`config.mk`:
```
export PLATFORM = sky130hd
export DESIGN_NAME = prc_top
export DESIGN_NICKNAME = d
export VERILOG_FILES = /design/src/common/prc_pkg.sv /design/src/rtl/prc_top.sv /design/src/rtl/prc_reset_channel.sv /design/src/rtl/prc_axil_slave.sv
export SDC_FILE = /design/constraint.sdc
export NUM_CORES = 1
export LEC_CHECK = 0
export BUFFER_PORTS_ARGS = -buffer_cell sky130_fd_sc_hd__buf_4
export CAP_MARGIN = 10
export CORE_UTILIZATION = 48
export DETAILED_ROUTE_END_ITERATION = 8
export MAX_ROUTING_LAYER = met4
export PLACE_DENSITY = 0.7
export SYNTH_ARGS = -nofsm -noshare
export SYNTH_HDL_FRONTEND = slang
export SYNTH_SLANG_ARGS = --single-unit
export TNS_END_PERCENT = 20
```
`constraint.sdc`:
```
create_clock -name clock -period 2 [get_ports clock]
set_input_delay 0.4 -clock clock [delete_from_list [all_inputs] [get_ports clock]]
set_output_delay 0.4 -clock clock [all_outputs]
set_load 0.05 [all_outputs]
```
`src/common/prc_pkg.sv`:
```
package prc_pkg;

  // Timing of the minimum reset pulse.
  localparam int          CLK_PERIOD_NS   = 10;
  localparam int          MIN_PULSE_NS    = 100;
  localparam int          MIN_PULSE_CYC   = (MIN_PULSE_NS + CLK_PERIOD_NS - 1) / CLK_PERIOD_NS;

  // Register map.
  localparam logic [31:0] RST_CTRL_OFFSET = 32'h0000_0004;
  localparam logic [31:0] RST_CTRL_RESET  = 32'h0000_0000;
  localparam logic [31:0] RST_IMPL_MASK   = 32'hF5FF_F9FF;

  // Bus responses.
  localparam logic [1:0]  RESP_OKAY       = 2'h0;
  localparam logic [1:0]  RESP_DECERR     = 2'h3;

  // Field positions of the reset control register.
  localparam int          BIT_SYS         = 31;
  localparam int          BIT_PERIPH      = 30;
  localparam int          BIT_SOFT        = 29;
  localparam int          BIT_SER_C       = 28;
  localparam int          BIT_CONV        = 26;
  localparam int          BIT_RNG         = 24;
  localparam int          BIT_USB         = 23;
  localparam int          BIT_SEMA        = 22;
  localparam int          BIT_EXTMEM      = 21;
  localparam int          BIT_CAN_B       = 20;
  localparam int          BIT_CAN_A       = 19;
  localparam int          BIT_CRYPTO      = 18;
  localparam int          BIT_RTC         = 17;
  localparam int          BIT_I2C_A       = 16;
  localparam int          BIT_SPI_C       = 15;
  localparam int          BIT_SPI_B       = 14;
  localparam int          BIT_SPI_A       = 13;
  localparam int          BIT_SER_B       = 12;
  localparam int          BIT_SER_A       = 11;
  localparam int          BIT_TMR_D       = 8;
  localparam int          BIT_TMR_C       = 7;
  localparam int          BIT_TMR_B       = 6;
  localparam int          BIT_TMR_A       = 5;
  localparam int          BIT_IO_C        = 4;
  localparam int          BIT_IO_B        = 3;
  localparam int          BIT_IO_A        = 2;
  localparam int          BIT_WDOG        = 1;
  localparam int          BIT_DMA         = 0;

endpackage

```
`src/rtl/prc_top.sv`:
```
// Register access over AXI4-Lite was left to the implementer.
`timescale 1ns/100ps
////////////////////////////////////////////////////////////////////////////////
// Summary of operation
// - Writing 1 to bit 31 starts a system reset and the bit reads 1 until it is done.
// - Bit 30 resets all peripherals while this control register keeps its state.
// - Bit 29 launches a soft reset and returns to 0 once it has finished.
// - Bits 28, 12 and 11 reset the three serial ports and clear on completion.
// - Bits 15, 14 and 13 reset the three SPI ports and clear on completion.
// - Bits 20 and 19 reset the CAN ports, bit 16 the I2C port, each self-clearing.
// - Bits 8 to 5 reset the four timers and clear on completion.
// - Bits 4, 3 and 2 reset the three I/O ports and clear on completion.
// - Bit 1 resets the watchdog and clears when that reset is done.
// - Bit 0 resets the DMA block and clears when that reset is done.
// - Bit 26 resets the converter and bit 24 the random generator, each self-clearing.
// - Bits 23, 22 and 21 reset USB, semaphore and external memory bus blocks.
// - Bit 18 resets the crypto block and bit 17 the real-time clock, each self-clearing.
module prc_top
  import prc_pkg::*;
#(
  parameter int ADDR_W  = 12,
  parameter int MIN_CYC = MIN_PULSE_CYC
) (
  input  wire logic              clock,
  input  wire logic              rstn,
  input  wire logic [ADDR_W-1:0] s_axi_awaddr,
  input  wire logic              s_axi_awvalid,
  output logic                   s_axi_awready,
  input  wire logic [31:0]       s_axi_wdata,
  input  wire logic [3:0]        s_axi_wstrb,
  input  wire logic              s_axi_wvalid,
  output logic                   s_axi_wready,
  output logic [1:0]             s_axi_bresp,
  output logic                   s_axi_bvalid,
  input  wire logic              s_axi_bready,
  input  wire logic [ADDR_W-1:0] s_axi_araddr,
  input  wire logic              s_axi_arvalid,
  output logic                   s_axi_arready,
  output logic [31:0]            s_axi_rdata,
  output logic [1:0]             s_axi_rresp,
  output logic                   s_axi_rvalid,
  input  wire logic              s_axi_rready,
  input  wire logic [31:0]       unit_reset_done,
  output logic                   system_reset,
  output logic                   peripheral_reset,
  output logic                   soft_reset,
  output logic                   serial_port_a_reset,
  output logic                   serial_port_b_reset,
  output logic                   serial_port_c_reset,
  output logic                   spi_port_a_reset,
  output logic                   spi_port_b_reset,
  output logic                   spi_port_c_reset,
  output logic                   i2c_port_a_reset,
  output logic                   can_port_a_reset,
  output logic                   can_port_b_reset,
  output logic                   timer_a_reset,
  output logic                   timer_b_reset,
  output logic                   timer_c_reset,
  output logic                   timer_d_reset,
  output logic                   io_port_a_reset,
  output logic                   io_port_b_reset,
  output logic                   io_port_c_reset,
  output logic                   watchdog_reset,
  output logic                   dma_reset,
  output logic                   converter_reset,
  output logic                   rng_reset,
  output logic                   usb_reset,
  output logic                   semaphore_reset,
  output logic                   ext_mem_bus_reset,
  output logic                   crypto_reset,
  output logic                   rtc_reset
);

  ////////////////////////////////////////////////////////////////////////////////
  // Register bus.

  logic        wr_en;
  logic [31:0] wr_data;
  logic [3:0]  wr_strb;
  logic [31:0] strb_bits;
  logic [31:0] start;
  logic [31:0] ctrl;
  logic        wide_rst;

  prc_axil_slave #(
    .ADDR_W (ADDR_W)
  ) u_bus (
    .clock         (clock),
    .rstn          (rstn),
    .s_axi_awaddr  (s_axi_awaddr),
    .s_axi_awvalid (s_axi_awvalid),
    .s_axi_awready (s_axi_awready),
    .s_axi_wdata   (s_axi_wdata),
    .s_axi_wstrb   (s_axi_wstrb),
    .s_axi_wvalid  (s_axi_wvalid),
    .s_axi_wready  (s_axi_wready),
    .s_axi_bresp   (s_axi_bresp),
    .s_axi_bvalid  (s_axi_bvalid),
    .s_axi_bready  (s_axi_bready),
    .s_axi_araddr  (s_axi_araddr),
    .s_axi_arvalid (s_axi_arvalid),
    .s_axi_arready (s_axi_arready),
    .s_axi_rdata   (s_axi_rdata),
    .s_axi_rresp   (s_axi_rresp),
    .s_axi_rvalid  (s_axi_rvalid),
    .s_axi_rready  (s_axi_rready),
    .wr_en         (wr_en),
    .wr_data       (wr_data),
    .wr_strb       (wr_strb),
    .rd_value      (ctrl)
  );

  ////////////////////////////////////////////////////////////////////////////////
  // Reset channels, one per implemented bit.

  assign strb_bits = {{8{wr_strb[3]}}, {8{wr_strb[2]}}, {8{wr_strb[1]}}, {8{wr_strb[0]}}};

  // Only ones start a reset; zeros in the same word leave busy bits alone.
  assign start = {32{wr_en}} & wr_data & strb_bits & RST_IMPL_MASK;

  for (genvar b = 0; b < 32; b++) begin : g_chan
    if (RST_IMPL_MASK[b]) begin : g_impl
      prc_reset_channel #(
        .MIN_CYC (MIN_CYC)
      ) u_chan (
        .clock (clock),
        .rstn  (rstn),
        .start (start[b]),
        .done  (unit_reset_done[b]),
        .busy  (ctrl[b])
      );
    end else begin : g_rsvd
      assign ctrl[b] = 1'b0;
    end
  end

  ////////////////////////////////////////////////////////////////////////////////
  // Reset outputs.

  assign system_reset     = ctrl[BIT_SYS];
  assign peripheral_reset = ctrl[BIT_PERIPH];
  assign soft_reset       = ctrl[BIT_SOFT];

  // Whole-system and peripheral resets reach every unit; this register is not among them.
  assign wide_rst = ctrl[BIT_SYS] | ctrl[BIT_PERIPH];

  assign serial_port_a_reset = ctrl[BIT_SER_A] | wide_rst;
  assign serial_port_b_reset = ctrl[BIT_SER_B] | wide_rst;
  assign serial_port_c_reset = ctrl[BIT_SER_C] | wide_rst;
  assign spi_port_a_reset    = ctrl[BIT_SPI_A] | wide_rst;
  assign spi_port_b_reset    = ctrl[BIT_SPI_B] | wide_rst;
  assign spi_port_c_reset    = ctrl[BIT_SPI_C] | wide_rst;
  assign i2c_port_a_reset    = ctrl[BIT_I2C_A] | wide_rst;
  assign can_port_a_reset    = ctrl[BIT_CAN_A] | wide_rst;
  assign can_port_b_reset    = ctrl[BIT_CAN_B] | wide_rst;
  assign timer_a_reset       = ctrl[BIT_TMR_A] | wide_rst;
  assign timer_b_reset       = ctrl[BIT_TMR_B] | wide_rst;
  assign timer_c_reset       = ctrl[BIT_TMR_C] | wide_rst;
  assign timer_d_reset       = ctrl[BIT_TMR_D] | wide_rst;
  assign io_port_a_reset     = ctrl[BIT_IO_A] | wide_rst;
  assign io_port_b_reset     = ctrl[BIT_IO_B] | wide_rst;
  assign io_port_c_reset     = ctrl[BIT_IO_C] | wide_rst;
  assign watchdog_reset      = ctrl[BIT_WDOG] | wide_rst;
  assign dma_reset           = ctrl[BIT_DMA] | wide_rst;
  assign converter_reset     = ctrl[BIT_CONV] | wide_rst;
  assign rng_reset           = ctrl[BIT_RNG] | wide_rst;
  assign usb_reset           = ctrl[BIT_USB] | wide_rst;
  assign semaphore_reset     = ctrl[BIT_SEMA] | wide_rst;
  assign ext_mem_bus_reset   = ctrl[BIT_EXTMEM] | wide_rst;
  assign crypto_reset        = ctrl[BIT_CRYPTO] | wide_rst;
  assign rtc_reset           = ctrl[BIT_RTC] | wide_rst;

  ////////////////////////////////////////////////////////////////////////////////
  // Checks.

  // Cycles since the timer D bit was last started, saturating; it bounds the completion check.
  logic [7:0] tmr_d_age_r;

  always_ff @(posedge clock or negedge rstn) begin
    if (!rstn) begin
      tmr_d_age_r <= 8'h00;
    end else if (start[BIT_TMR_D]) begin
      tmr_d_age_r <= 8'h01;
    end else if (tmr_d_age_r != 8'hFF) begin
      tmr_d_age_r <= tmr_d_age_r + 8'h01;
    end
  end

  sys_start_a : assert property (
    @(posedge clock) disable iff (!rstn)
    start[BIT_SYS] |=> ctrl[BIT_SYS] && system_reset && dma_reset)
    else $error("System reset did not start on write.");

  sys_clear_a : assert property (
    @(posedge clock) disable iff (!rstn)
    $fell(ctrl[BIT_SYS]) |-> $past(unit_reset_done[BIT_SYS]) && !$past(start[BIT_SYS]))
    else $error("System reset bit cleared without completion.");

  periph_all_a : assert property (
    @(posedge clock) disable iff (!rstn)
    start[BIT_PERIPH] |=> peripheral_reset && serial_port_a_reset && rtc_reset
      && timer_d_reset && !soft_reset)
    else $error("Peripheral reset did not reach the units.");

  soft_clear_a : assert property (
    @(posedge clock) disable iff (!rstn)
    $rose(ctrl[BIT_SOFT]) |-> soft_reset ##1 ctrl[BIT_SOFT][*3])
    else $error("Soft reset bit dropped too early.");

  serial_start_a : assert property (
    @(posedge clock) disable iff (!rstn)
    wr_en && wr_strb[3] && wr_data[BIT_SER_C] |=> serial_port_c_reset && ctrl[BIT_SER_C])
    else $error("Serial port reset did not start.");

  spi_pair_a : assert property (
    @(posedge clock) disable iff (!rstn)
    ctrl[BIT_SPI_B] && !wide_rst |-> spi_port_b_reset
      && (spi_port_a_reset == ctrl[BIT_SPI_A]))
    else $error("SPI reset output does not follow its bit.");

  can_done_a : assert property (
    @(posedge clock) disable iff (!rstn)
    $fell(ctrl[BIT_CAN_A]) |-> $past(unit_reset_done[BIT_CAN_A]))
    else $error("CAN reset bit cleared without completion.");

  timer_pulse_a : assert property (
    @(posedge clock) disable iff (!rstn)
    $fell(ctrl[BIT_TMR_A]) |-> $past(ctrl[BIT_TMR_A], MIN_CYC))
    else $error("Timer reset pulse shorter than the minimum.");

  timer_done_a : assert property (
    @(posedge clock) disable iff (!rstn)
    ctrl[BIT_TMR_D] && unit_reset_done[BIT_TMR_D] && !start[BIT_TMR_D]
      && (tmr_d_age_r >= MIN_CYC) |=> !ctrl[BIT_TMR_D])
    else $error("Timer reset bit did not clear after completion.");

  io_zero_a : assert property (
    @(posedge clock) disable iff (!rstn)
    ctrl[BIT_IO_A] && !unit_reset_done[BIT_IO_A] |=> ctrl[BIT_IO_A] && io_port_a_reset)
    else $error("I/O port reset aborted before completion.");

  wdog_start_a : assert property (
    @(posedge clock) disable iff (!rstn)
    start[BIT_WDOG] |=> watchdog_reset ##1 watchdog_reset)
    else $error("Watchdog reset did not start.");

  dma_hold_a : assert property (
    @(posedge clock) disable iff (!rstn)
    ctrl[BIT_DMA] |-> dma_reset)
    else $error("DMA reset output low while its bit is set.");

  conv_rng_a : assert property (
    @(posedge clock) disable iff (!rstn)
    start[BIT_CONV] && start[BIT_RNG] |=> converter_reset && rng_reset)
    else $error("Converter and generator resets did not start together.");

  group_start_a : assert property (
    @(posedge clock) disable iff (!rstn)
    start[BIT_USB] && start[BIT_EXTMEM] && start[BIT_CRYPTO]
      |=> usb_reset && ext_mem_bus_reset && crypto_reset
      && (ctrl[BIT_SEMA] || !$past(start[BIT_SEMA])))
    else $error("Resets written together did not start together.");

  rsvd_zero_a : assert property (
    @(posedge clock) disable iff (!rstn)
    (ctrl & ~RST_IMPL_MASK) == 32'h0000_0000)
    else $error("Reserved control bits read as one.");

  rtc_done_a : assert property (
    @(posedge clock) disable iff (!rstn)
    $fell(rtc_reset) |-> $past(unit_reset_done[BIT_RTC]) || $past(wide_rst))
    else $error("Real-time clock reset ended without completion.");

  ser_done_a : assert property (
    @(posedge clock) disable iff (!rstn)
    $fell(ctrl[BIT_SER_A]) |-> $past(unit_reset_done[BIT_SER_A]))
    else $error("Serial port reset bit cleared without completion.");

  spi_done_a : assert property (
    @(posedge clock) disable iff (!rstn)
    $fell(ctrl[BIT_SPI_C]) |-> $past(unit_reset_done[BIT_SPI_C]))
    else $error("SPI reset bit cleared without completion.");

  io_done_a : assert property (
    @(posedge clock) disable iff (!rstn)
    $fell(ctrl[BIT_IO_C]) |-> $past(unit_reset_done[BIT_IO_C]))
    else $error("I/O port reset bit cleared without completion.");

  zero_write_a : assert property (
    @(posedge clock) disable iff (!rstn)
    wr_en && !wr_data[BIT_USB] && !ctrl[BIT_USB] |=> !ctrl[BIT_USB])
    else $error("Writing zero started a USB reset.");

  lane_gate_a : assert property (
    @(posedge clock) disable iff (!rstn)
    wr_en && !wr_strb[0] && !ctrl[BIT_WDOG] |=> !ctrl[BIT_WDOG])
    else $error("A gated byte lane started a watchdog reset.");

  sema_start_a : assert property (
    @(posedge clock) disable iff (!rstn)
    start[BIT_SEMA] |=> semaphore_reset && ctrl[BIT_SEMA])
    else $error("Semaphore reset did not start on write.");

endmodule

```
`src/rtl/prc_reset_channel.sv`:
```
`timescale 1ns/100ps
module prc_reset_channel
  import prc_pkg::*;
#(
  parameter int MIN_CYC = MIN_PULSE_CYC
) (
  input  wire logic clock,
  input  wire logic rstn,
  input  wire logic start,
  input  wire logic done,
  output logic      busy
);

  localparam int CW = $clog2(MIN_CYC + 1);

  logic [CW-1:0] cnt_r;
  logic          busy_r;
  logic          held;

  if (MIN_CYC < 1) begin : g_chk
    $error("MIN_CYC must be at least 1.");
  end

  assign held = (cnt_r == CW'(MIN_CYC - 1));
  assign busy = busy_r;

  // A new start wins over completion and restarts the pulse.
  always_ff @(posedge clock or negedge rstn) begin
    if (!rstn) begin
      busy_r <= 1'b0;
    end else if (start) begin
      busy_r <= 1'b1;
    end else if (held && done) begin
      busy_r <= 1'b0;
    end
  end

  always_ff @(posedge clock or negedge rstn) begin
    if (!rstn) begin
      cnt_r <= '0;
    end else if (start || !busy_r) begin
      cnt_r <= '0;
    end else if (!held) begin
      cnt_r <= cnt_r + 1'b1;
    end
  end

endmodule

```
`src/rtl/prc_axil_slave.sv`:
```
`timescale 1ns/100ps
module prc_axil_slave
  import prc_pkg::*;
#(
  parameter int ADDR_W = 12
) (
  input  wire logic              clock,
  input  wire logic              rstn,
  input  wire logic [ADDR_W-1:0] s_axi_awaddr,
  input  wire logic              s_axi_awvalid,
  output logic                   s_axi_awready,
  input  wire logic [31:0]       s_axi_wdata,
  input  wire logic [3:0]        s_axi_wstrb,
  input  wire logic              s_axi_wvalid,
  output logic                   s_axi_wready,
  output logic [1:0]             s_axi_bresp,
  output logic                   s_axi_bvalid,
  input  wire logic              s_axi_bready,
  input  wire logic [ADDR_W-1:0] s_axi_araddr,
  input  wire logic              s_axi_arvalid,
  output logic                   s_axi_arready,
  output logic [31:0]            s_axi_rdata,
  output logic [1:0]             s_axi_rresp,
  output logic                   s_axi_rvalid,
  input  wire logic              s_axi_rready,
  output logic                   wr_en,
  output logic [31:0]            wr_data,
  output logic [3:0]             wr_strb,
  input  wire logic [31:0]       rd_value
);

  if (ADDR_W < 4 || ADDR_W > 32) begin : g_chk
    $error("ADDR_W must lie between 4 and 32.");
  end

  logic        aw_held_r;
  logic        aw_hit_r;
  logic        w_held_r;
  logic        bvalid_r;
  logic        rvalid_r;
  logic        commit;
  logic        ar_hit;
  logic [1:0]  bresp_r;
  logic [1:0]  rresp_r;
  logic [31:0] wdata_r;
  logic [31:0] rdata_r;
  logic [3:0]  wstrb_r;

  function automatic logic hit(input logic [ADDR_W-1:0] a);
    hit = ({a[ADDR_W-1:2], 2'b00} == RST_CTRL_OFFSET[ADDR_W-1:0]);
  endfunction

  assign s_axi_awready = !aw_held_r && !bvalid_r;
  assign s_axi_wready  = !w_held_r && !bvalid_r;
  assign s_axi_arready = !rvalid_r;
  assign s_axi_bvalid  = bvalid_r;
  assign s_axi_bresp   = bresp_r;
  assign s_axi_rvalid  = rvalid_r;
  assign s_axi_rresp   = rresp_r;
  assign s_axi_rdata   = rdata_r;
  assign commit        = aw_held_r && w_held_r;
  assign ar_hit        = hit(s_axi_araddr);
  assign wr_en         = commit && aw_hit_r;
  assign wr_data       = wdata_r;
  assign wr_strb       = wstrb_r;

  always_ff @(posedge clock or negedge rstn) begin
    if (!rstn) begin
      aw_held_r <= 1'b0;
      aw_hit_r  <= 1'b0;
    end else if (s_axi_awvalid && s_axi_awready) begin
      aw_held_r <= 1'b1;
      aw_hit_r  <= hit(s_axi_awaddr);
    end else if (commit) begin
      aw_held_r <= 1'b0;
    end
  end

  always_ff @(posedge clock or negedge rstn) begin
    if (!rstn) begin
      w_held_r <= 1'b0;
      wdata_r  <= 32'h0000_0000;
      wstrb_r  <= 4'h0;
    end else if (s_axi_wvalid && s_axi_wready) begin
      w_held_r <= 1'b1;
      wdata_r  <= s_axi_wdata;
      wstrb_r  <= s_axi_wstrb;
    end else if (commit) begin
      w_held_r <= 1'b0;
    end
  end

  always_ff @(posedge clock or negedge rstn) begin
    if (!rstn) begin
      bvalid_r <= 1'b0;
      bresp_r  <= RESP_OKAY;
    end else if (commit) begin
      bvalid_r <= 1'b1;
      bresp_r  <= aw_hit_r ? RESP_OKAY : RESP_DECERR;
    end else if (s_axi_bready) begin
      bvalid_r <= 1'b0;
    end
  end

  always_ff @(posedge clock or negedge rstn) begin
    if (!rstn) begin
      rvalid_r <= 1'b0;
      rdata_r  <= 32'h0000_0000;
      rresp_r  <= RESP_OKAY;
    end else if (s_axi_arvalid && s_axi_arready) begin
      rvalid_r <= 1'b1;
      rdata_r  <= ar_hit ? rd_value : 32'h0000_0000;
      rresp_r  <= ar_hit ? RESP_OKAY : RESP_DECERR;
    end else if (s_axi_rready) begin
      rvalid_r <= 1'b0;
    end
  end

endmodule

```
Yosys cells after proc, flatten, opt, wreduce, memory -nomap -nowiden --
Cells that the tools add are included.
Storage, ports and cells: bits in registers 217, bits of input ports 99, output and inout bits 69, word-level logic and storage cells 429
Operators by class: $add $sub $neg 28, equal/unequal tests 58, muxes and demuxes 122, bitwise operators 28, reductions and logical operators 127
Operator list (number):
- $mux W4 | 56
- $add A4 B1 Y4 const B | 28
- $eq A4 B4 Y1 const B | 28
- $and A32 B32 Y32 | 2
- $reduce_bool A2 Y1 | 32
- $mux W1 | 63
- $ne A2 B2 Y1 const B | 28
- $logic_and A1 B1 Y1 | 35
- $logic_not A1 Y1 | 32
- $mux W32 | 1
- $logic_or A1 B1 Y1 | 28
- $or A1 B1 Y1 | 26
- $eq A10 B1 Y1 const B | 2
- $mux W2 | 2

Longest topological paths before layout --
depth after elaboration 6, depth in mapped cells 6, gate-level depth less buffers 5

Hierarchy --
Synthesis repeated with hierarchy kept, for this count alone.
Unflattened totals: cell total of the unflattened synthesis 886, area, all modules 10575.1 µm²
Modules (own cells, without submodules):
- prc_reset_channel | instances 28, cells an instance 23, area each 262.8 µm², seq. area each 125.1 µm²
- prc_axil_slave | instances 1, cells an instance 182, area each 2847.7 µm², seq. area each 1876.8 µm²
- prc_top | instances 1, cells an instance 60, area each 370.4 µm², seq. area each 0.0 µm²

Worst setup path after synthesis --
No wires, ideal clock.
path kind reg-to-reg, from reg u_bus.bvalid_r, in the netlist u_bus.s_axi_bvalid, to reg u_bus.wdata_r[0], in the netlist u_bus.wr_data[0], library setup time 0.125 ns, arrival time 2.306 ns, data required time 1.875 ns, path slack -0.430 ns, stages on the path, launching flop included 6, buffers on the path 2, clock period less this slack 2.430 ns, path through dfrtp_1 > nor2_1 > and2_1 > clkbuf_1 > buf_2 > mux2_2
On the way: cells in the longest elaborated chain, start to end 3
RTL lines:
- start: declaration | RTL line prc_axil_slave.sv:39 | logic bvalid_r;
- start signal: assignment | RTL line prc_axil_slave.sv:95 | bvalid_r <= 1'b0;
- start signal: assignment | RTL line prc_axil_slave.sv:98 | bvalid_r <= 1'b1;
- start signal: assignment | RTL line prc_axil_slave.sv:101 | bvalid_r <= 1'b0;
- $logic_not A1 Y1 | RTL line prc_axil_slave.sv:54 | assign s_axi_wready = !w_held_r && !bvalid_r;
- $logic_and A1 B1 Y1 | RTL line prc_axil_slave.sv:54
- net s_axi_wready | RTL line prc_top.sv:32 | output logic s_axi_wready,
- $logic_and A1 B1 Y1 | RTL line prc_axil_slave.sv:84 | end else if (s_axi_wvalid && s_axi_wready) begin
- end signal: assignment | RTL line prc_axil_slave.sv:86 | wdata_r <= s_axi_wdata;
- end: declaration | RTL line prc_axil_slave.sv:45 | logic [31:0] wdata_r;
The timed path passes the listed nets, and every way through them passes these cells. A chain may end at the register's enable or synchronous reset.

Worst setup path after layout --
from reg g_chan[30].g_impl.u_chan.busy_r, to out serial_port_b_reset
On the way: cells in the longest elaborated chain, start to end 2
RTL lines:
- start: declaration | RTL line prc_reset_channel.sv:17 | logic busy_r;
- start signal: assignment | RTL line prc_reset_channel.sv:30 | busy_r <= 1'b0;
- start signal: assignment | RTL line prc_reset_channel.sv:32 | busy_r <= 1'b1;
- start signal: assignment | RTL line prc_reset_channel.sv:34 | busy_r <= 1'b0;
- $or A1 B1 Y1 | RTL line prc_top.sv:145 | assign wide_rst = ctrl[BIT_SYS] | ctrl[BIT_PERIPH];
- $or A1 B1 Y1 | RTL line prc_top.sv:148 | assign serial_port_b_reset = ctrl[BIT_SER_B] | wide_rst;
- end: declaration | RTL line prc_top.sv:48 | output logic serial_port_b_reset,
No other way between the ends.

==> results.toml <==
[cells_and_area]
antenna_cells = 0
final_common_cell = "dfrtp_1"
ff_latch_area_sq_mm = 0.00518
final_cell_mix = "206 x dfrtp_1, 152 x buf_4, 95 x nor2_1"
area_delta_synth_final_pct = 26.6
final_cell_count_no_fill = 1333
fin_area_sq_mm = 0.0122
multi_input_area_sq_mm = 0.00416
fill_cells = 1609
drive_gt1_frac = 0.249
final_nets = 1208

[global_routing]
first_global_vias = 6753
grt.overflow.total = 0
grt_start_max_net_pins = 58
grt_pass1_wl_mm = 33.8
antenna_found_initial = 0
grt.total_usage = 0.212

[cts]
cts.path.max_buffers = 3
clock-root-buffer = "clkbuf_16"
cts_tree = "yes"
htreeDepth = 1
clock-sinks = 207
numCtsBuffers = 23
worstSkewPairLatency_ns = 0.50
clk_pin_slew_ns = 0.06

[floorplan]
die_h_microns = 144
rows = 51
die_area_sq_mm = 0.0207
initial_utilization = 0.493
core_sq_mm = 0.0196
ios = 168
fp.dieW_microns = 144

[placement]
placed_area_sq_mm = 0.0113
io_buffers = 151
dp_hpwl_mm = 14.6
gp_congestion = 0.800
dp_slack_ns = 0.161
dp_cells = 1292

[power_and_ir_drop]
seq_power_share = 0.458
combPwrFrac = 0.161
switching_share = 0.271
ir_drop_mv = 0.659
p_leak_nw = 5.95
p_int_w = 0.00786
p_sw_w = 0.00292
power.share.clock = 0.381
powerDensity_mw_per_mm2 = 882
total_power_w = 0.0108

[yosys]
netlist_instances = 862
synthTopCellsByArea = "dfrtp_1 54%, ha_1 7.3%, a22o_1 4.5%, xnor2_1 4.5%, mux2_2 3.8%"
synth.top_cell.area_share = 0.536
yosys.cell_types.count = 34
yosysSeqAreaShare = 0.536
yosysWarnings = 0
netlist_area_sq_mm = 0.00966
ys_ff_latch = 207
syn_avg_cell_area_sq_um = 11.2
yosys.area.top_type = "dfrtp_1"

[routing]
wl_per_cell_microns = 15.6
drt_pass1_iterations = 4
drc_errors = 0
num_vias = 6871
antenna_left = 0
routed_wirelength_mm = 20.7
vias_per_cell = 5.15
drtIter0Drc = 264

[sta]
skew_ns = 0.0103
finalHoldViolCount = 0
rsz0062_at_grt = "yes"
slew_viol_final = 0
whs_ns = 0.0929
slew_headroom = 0.427
worst_pin_slew_ns = 0.857
finalWorstSetupSlack_ns = -0.0360
period_minus_slack_ns = 2.04
setup_viol = 18
period_share = 1.02
timing.fmax_ghz = 0.491

[setup_path]
crit_path_max_fanout = 29
critPathCaptureType = "output port"
critPathRequiredTime_ns = 1.60
worst_ep_arrival_time_ns = 1.64
worst-setup-path-type = "reg -> out"
worstSetupStartpointType = "register"

[run_status]
outcome = "finished, violations left"
violations = "setup timing"

[min_path]
hp-class = "in -> reg"

[flow_run]
maxCapViolations = 0
worst max-delay path, cell delays in order, from the launching register on:
cell and delay, ns:
dfrtp_1 0.39, buf_12 0.17, or3_1 0.40, buf_6 0.17
cell families (layout without fill, tap and decap cells):
logic type	count (synthesis)	count (layout)	share of synthesized area
compound gates	125	125	0.0917
simple gates	268	268	0.146
mux	34	34	0.0395
flops	207	207	0.536
buf+inv	88	291	0.0387
fa+ha+maj	56	56	0.0725
other cells	1	4	0.000388
xor+xnor	83	83	0.0752
power by group through the flow:
stage               Combinational, W  Clock [W]  Sequential, W
finish                       0.00173    0.00411        0.00494
global placement             0.00167          0        0.00499
global route                 0.00188    0.00436        0.00500
floorplan                    0.00109          0        0.00499
detailed placement           0.00171          0        0.00501
CTS                          0.00175    0.00421        0.00494
final timing paths:
path	from	to	slack (ns)	cells after the start
setup / recovery	g_chan[30].g_impl.u_chan.busy	serial_port_b_reset	-0.04	3
hold / removal	s_axi_bready	u_bus.s_axi_bvalid	0.09	2
setup reg to reg	u_bus.w_held_r	g_chan[3].g_impl.u_chan.busy	0.33	4
hold reg to reg	u_bus.s_axi_rdata[30]	u_bus.s_axi_rdata[30]	0.51	1
max in group asynchronous	rstn	g_chan[22].g_impl.u_chan.cnt_r[2]	0.91	3
min in group asynchronous	rstn	g_chan[2].g_impl.u_chan.busy	0.45	2
layout make-up:
| class | instances | area share |
|---|---|---|
| Sequential cell | 207 | 0.424 |
| Timing Repair Buffer | 185 | 0.128 |
| Multi-Input combinational cell | 570 | 0.340 |
| Clock inverter | 6 | 0.00512 |
| Clock buffer | 34 | 0.0554 |
| Tap cell | 265 | 0.0271 |
| Inverter | 66 | 0.0203 |
synthesized netlist by cell type:
| cell | number |
|---|---|
| buf_2 | 5 |
| or4_1 | 1 |
| nand2_1 | 34 |
| nor2_1 | 96 |
| o21ai_0 | 44 |
| xnor2_1 | 50 |
| a21o_1 | 1 |
| a211oi_1 | 28 |
| nand4_1 | 4 |
| and3b_1 | 22 |
| a22o_1 | 50 |
| dfrtp_1 | 207 |
| or4_4 | 1 |
| mux2i_1 | 1 |
| or4b_1 | 1 |
| a21oi_1 | 2 |
| nor4_4 | 1 |
| clkbuf_1 | 9 |
| nand2b_1 | 1 |
| mux2_2 | 33 |
| nand3_1 | 28 |
| xor2_1 | 33 |
| buf_4 | 6 |
| nor3_1 | 22 |
| inv_1 | 66 |
| or4b_2 | 1 |
| nand3b_1 | 28 |
| and2_1 | 1 |
| or3_1 | 25 |
| buf_6 | 2 |
| nor4_1 | 1 |
| ha_1 | 56 |
| or2_2 | 1 |
| conb_1 | 1 |
metal layers:
layer,global-route usage,share of wire,vias to the layer above
li1,-,-,3337
met1,0.284,0.46,3378
met2,0.343,0.48,132
met3,0.0290,0.046,24
met4,0.0470,0.013,0
met5,-,0,-
flip-flops by register name, summed over array words and instances, names as in the netlist:
name	flops
u_bus.s_axi_rvalid	1
u_bus.aw_hit_r	1
u_bus.w_held_r	1
u_bus.s_axi_rresp	1
u_bus.aw_held_r	1
u_bus.wr_strb	4
u_bus.wr_data	28
u_bus.s_axi_rdata	28
u_bus.s_axi_bresp	1
g_chan.g_impl.u_chan.busy	28
g_chan.g_impl.u_chan.cnt_r	112
u_bus.s_axi_bvalid	1
metrics by stage:
step	util	setup TNS [ns]
after global placement	0.579	0
after global routing	0.624	-1.66
after CTS	0.623	-0.804
final	0.624	-0.388
after detailed placement	0.579	0
after floorplan	-	0
repair_timing:
action	in CTS	in global routing
gates resized for setup	29	3
setup buffers	0	0
hold buffers	1	0
setup endpoints to repair	25	25
hold endpoints to repair	50	0
Note: power is estimated with default switching activity, not from simulation.
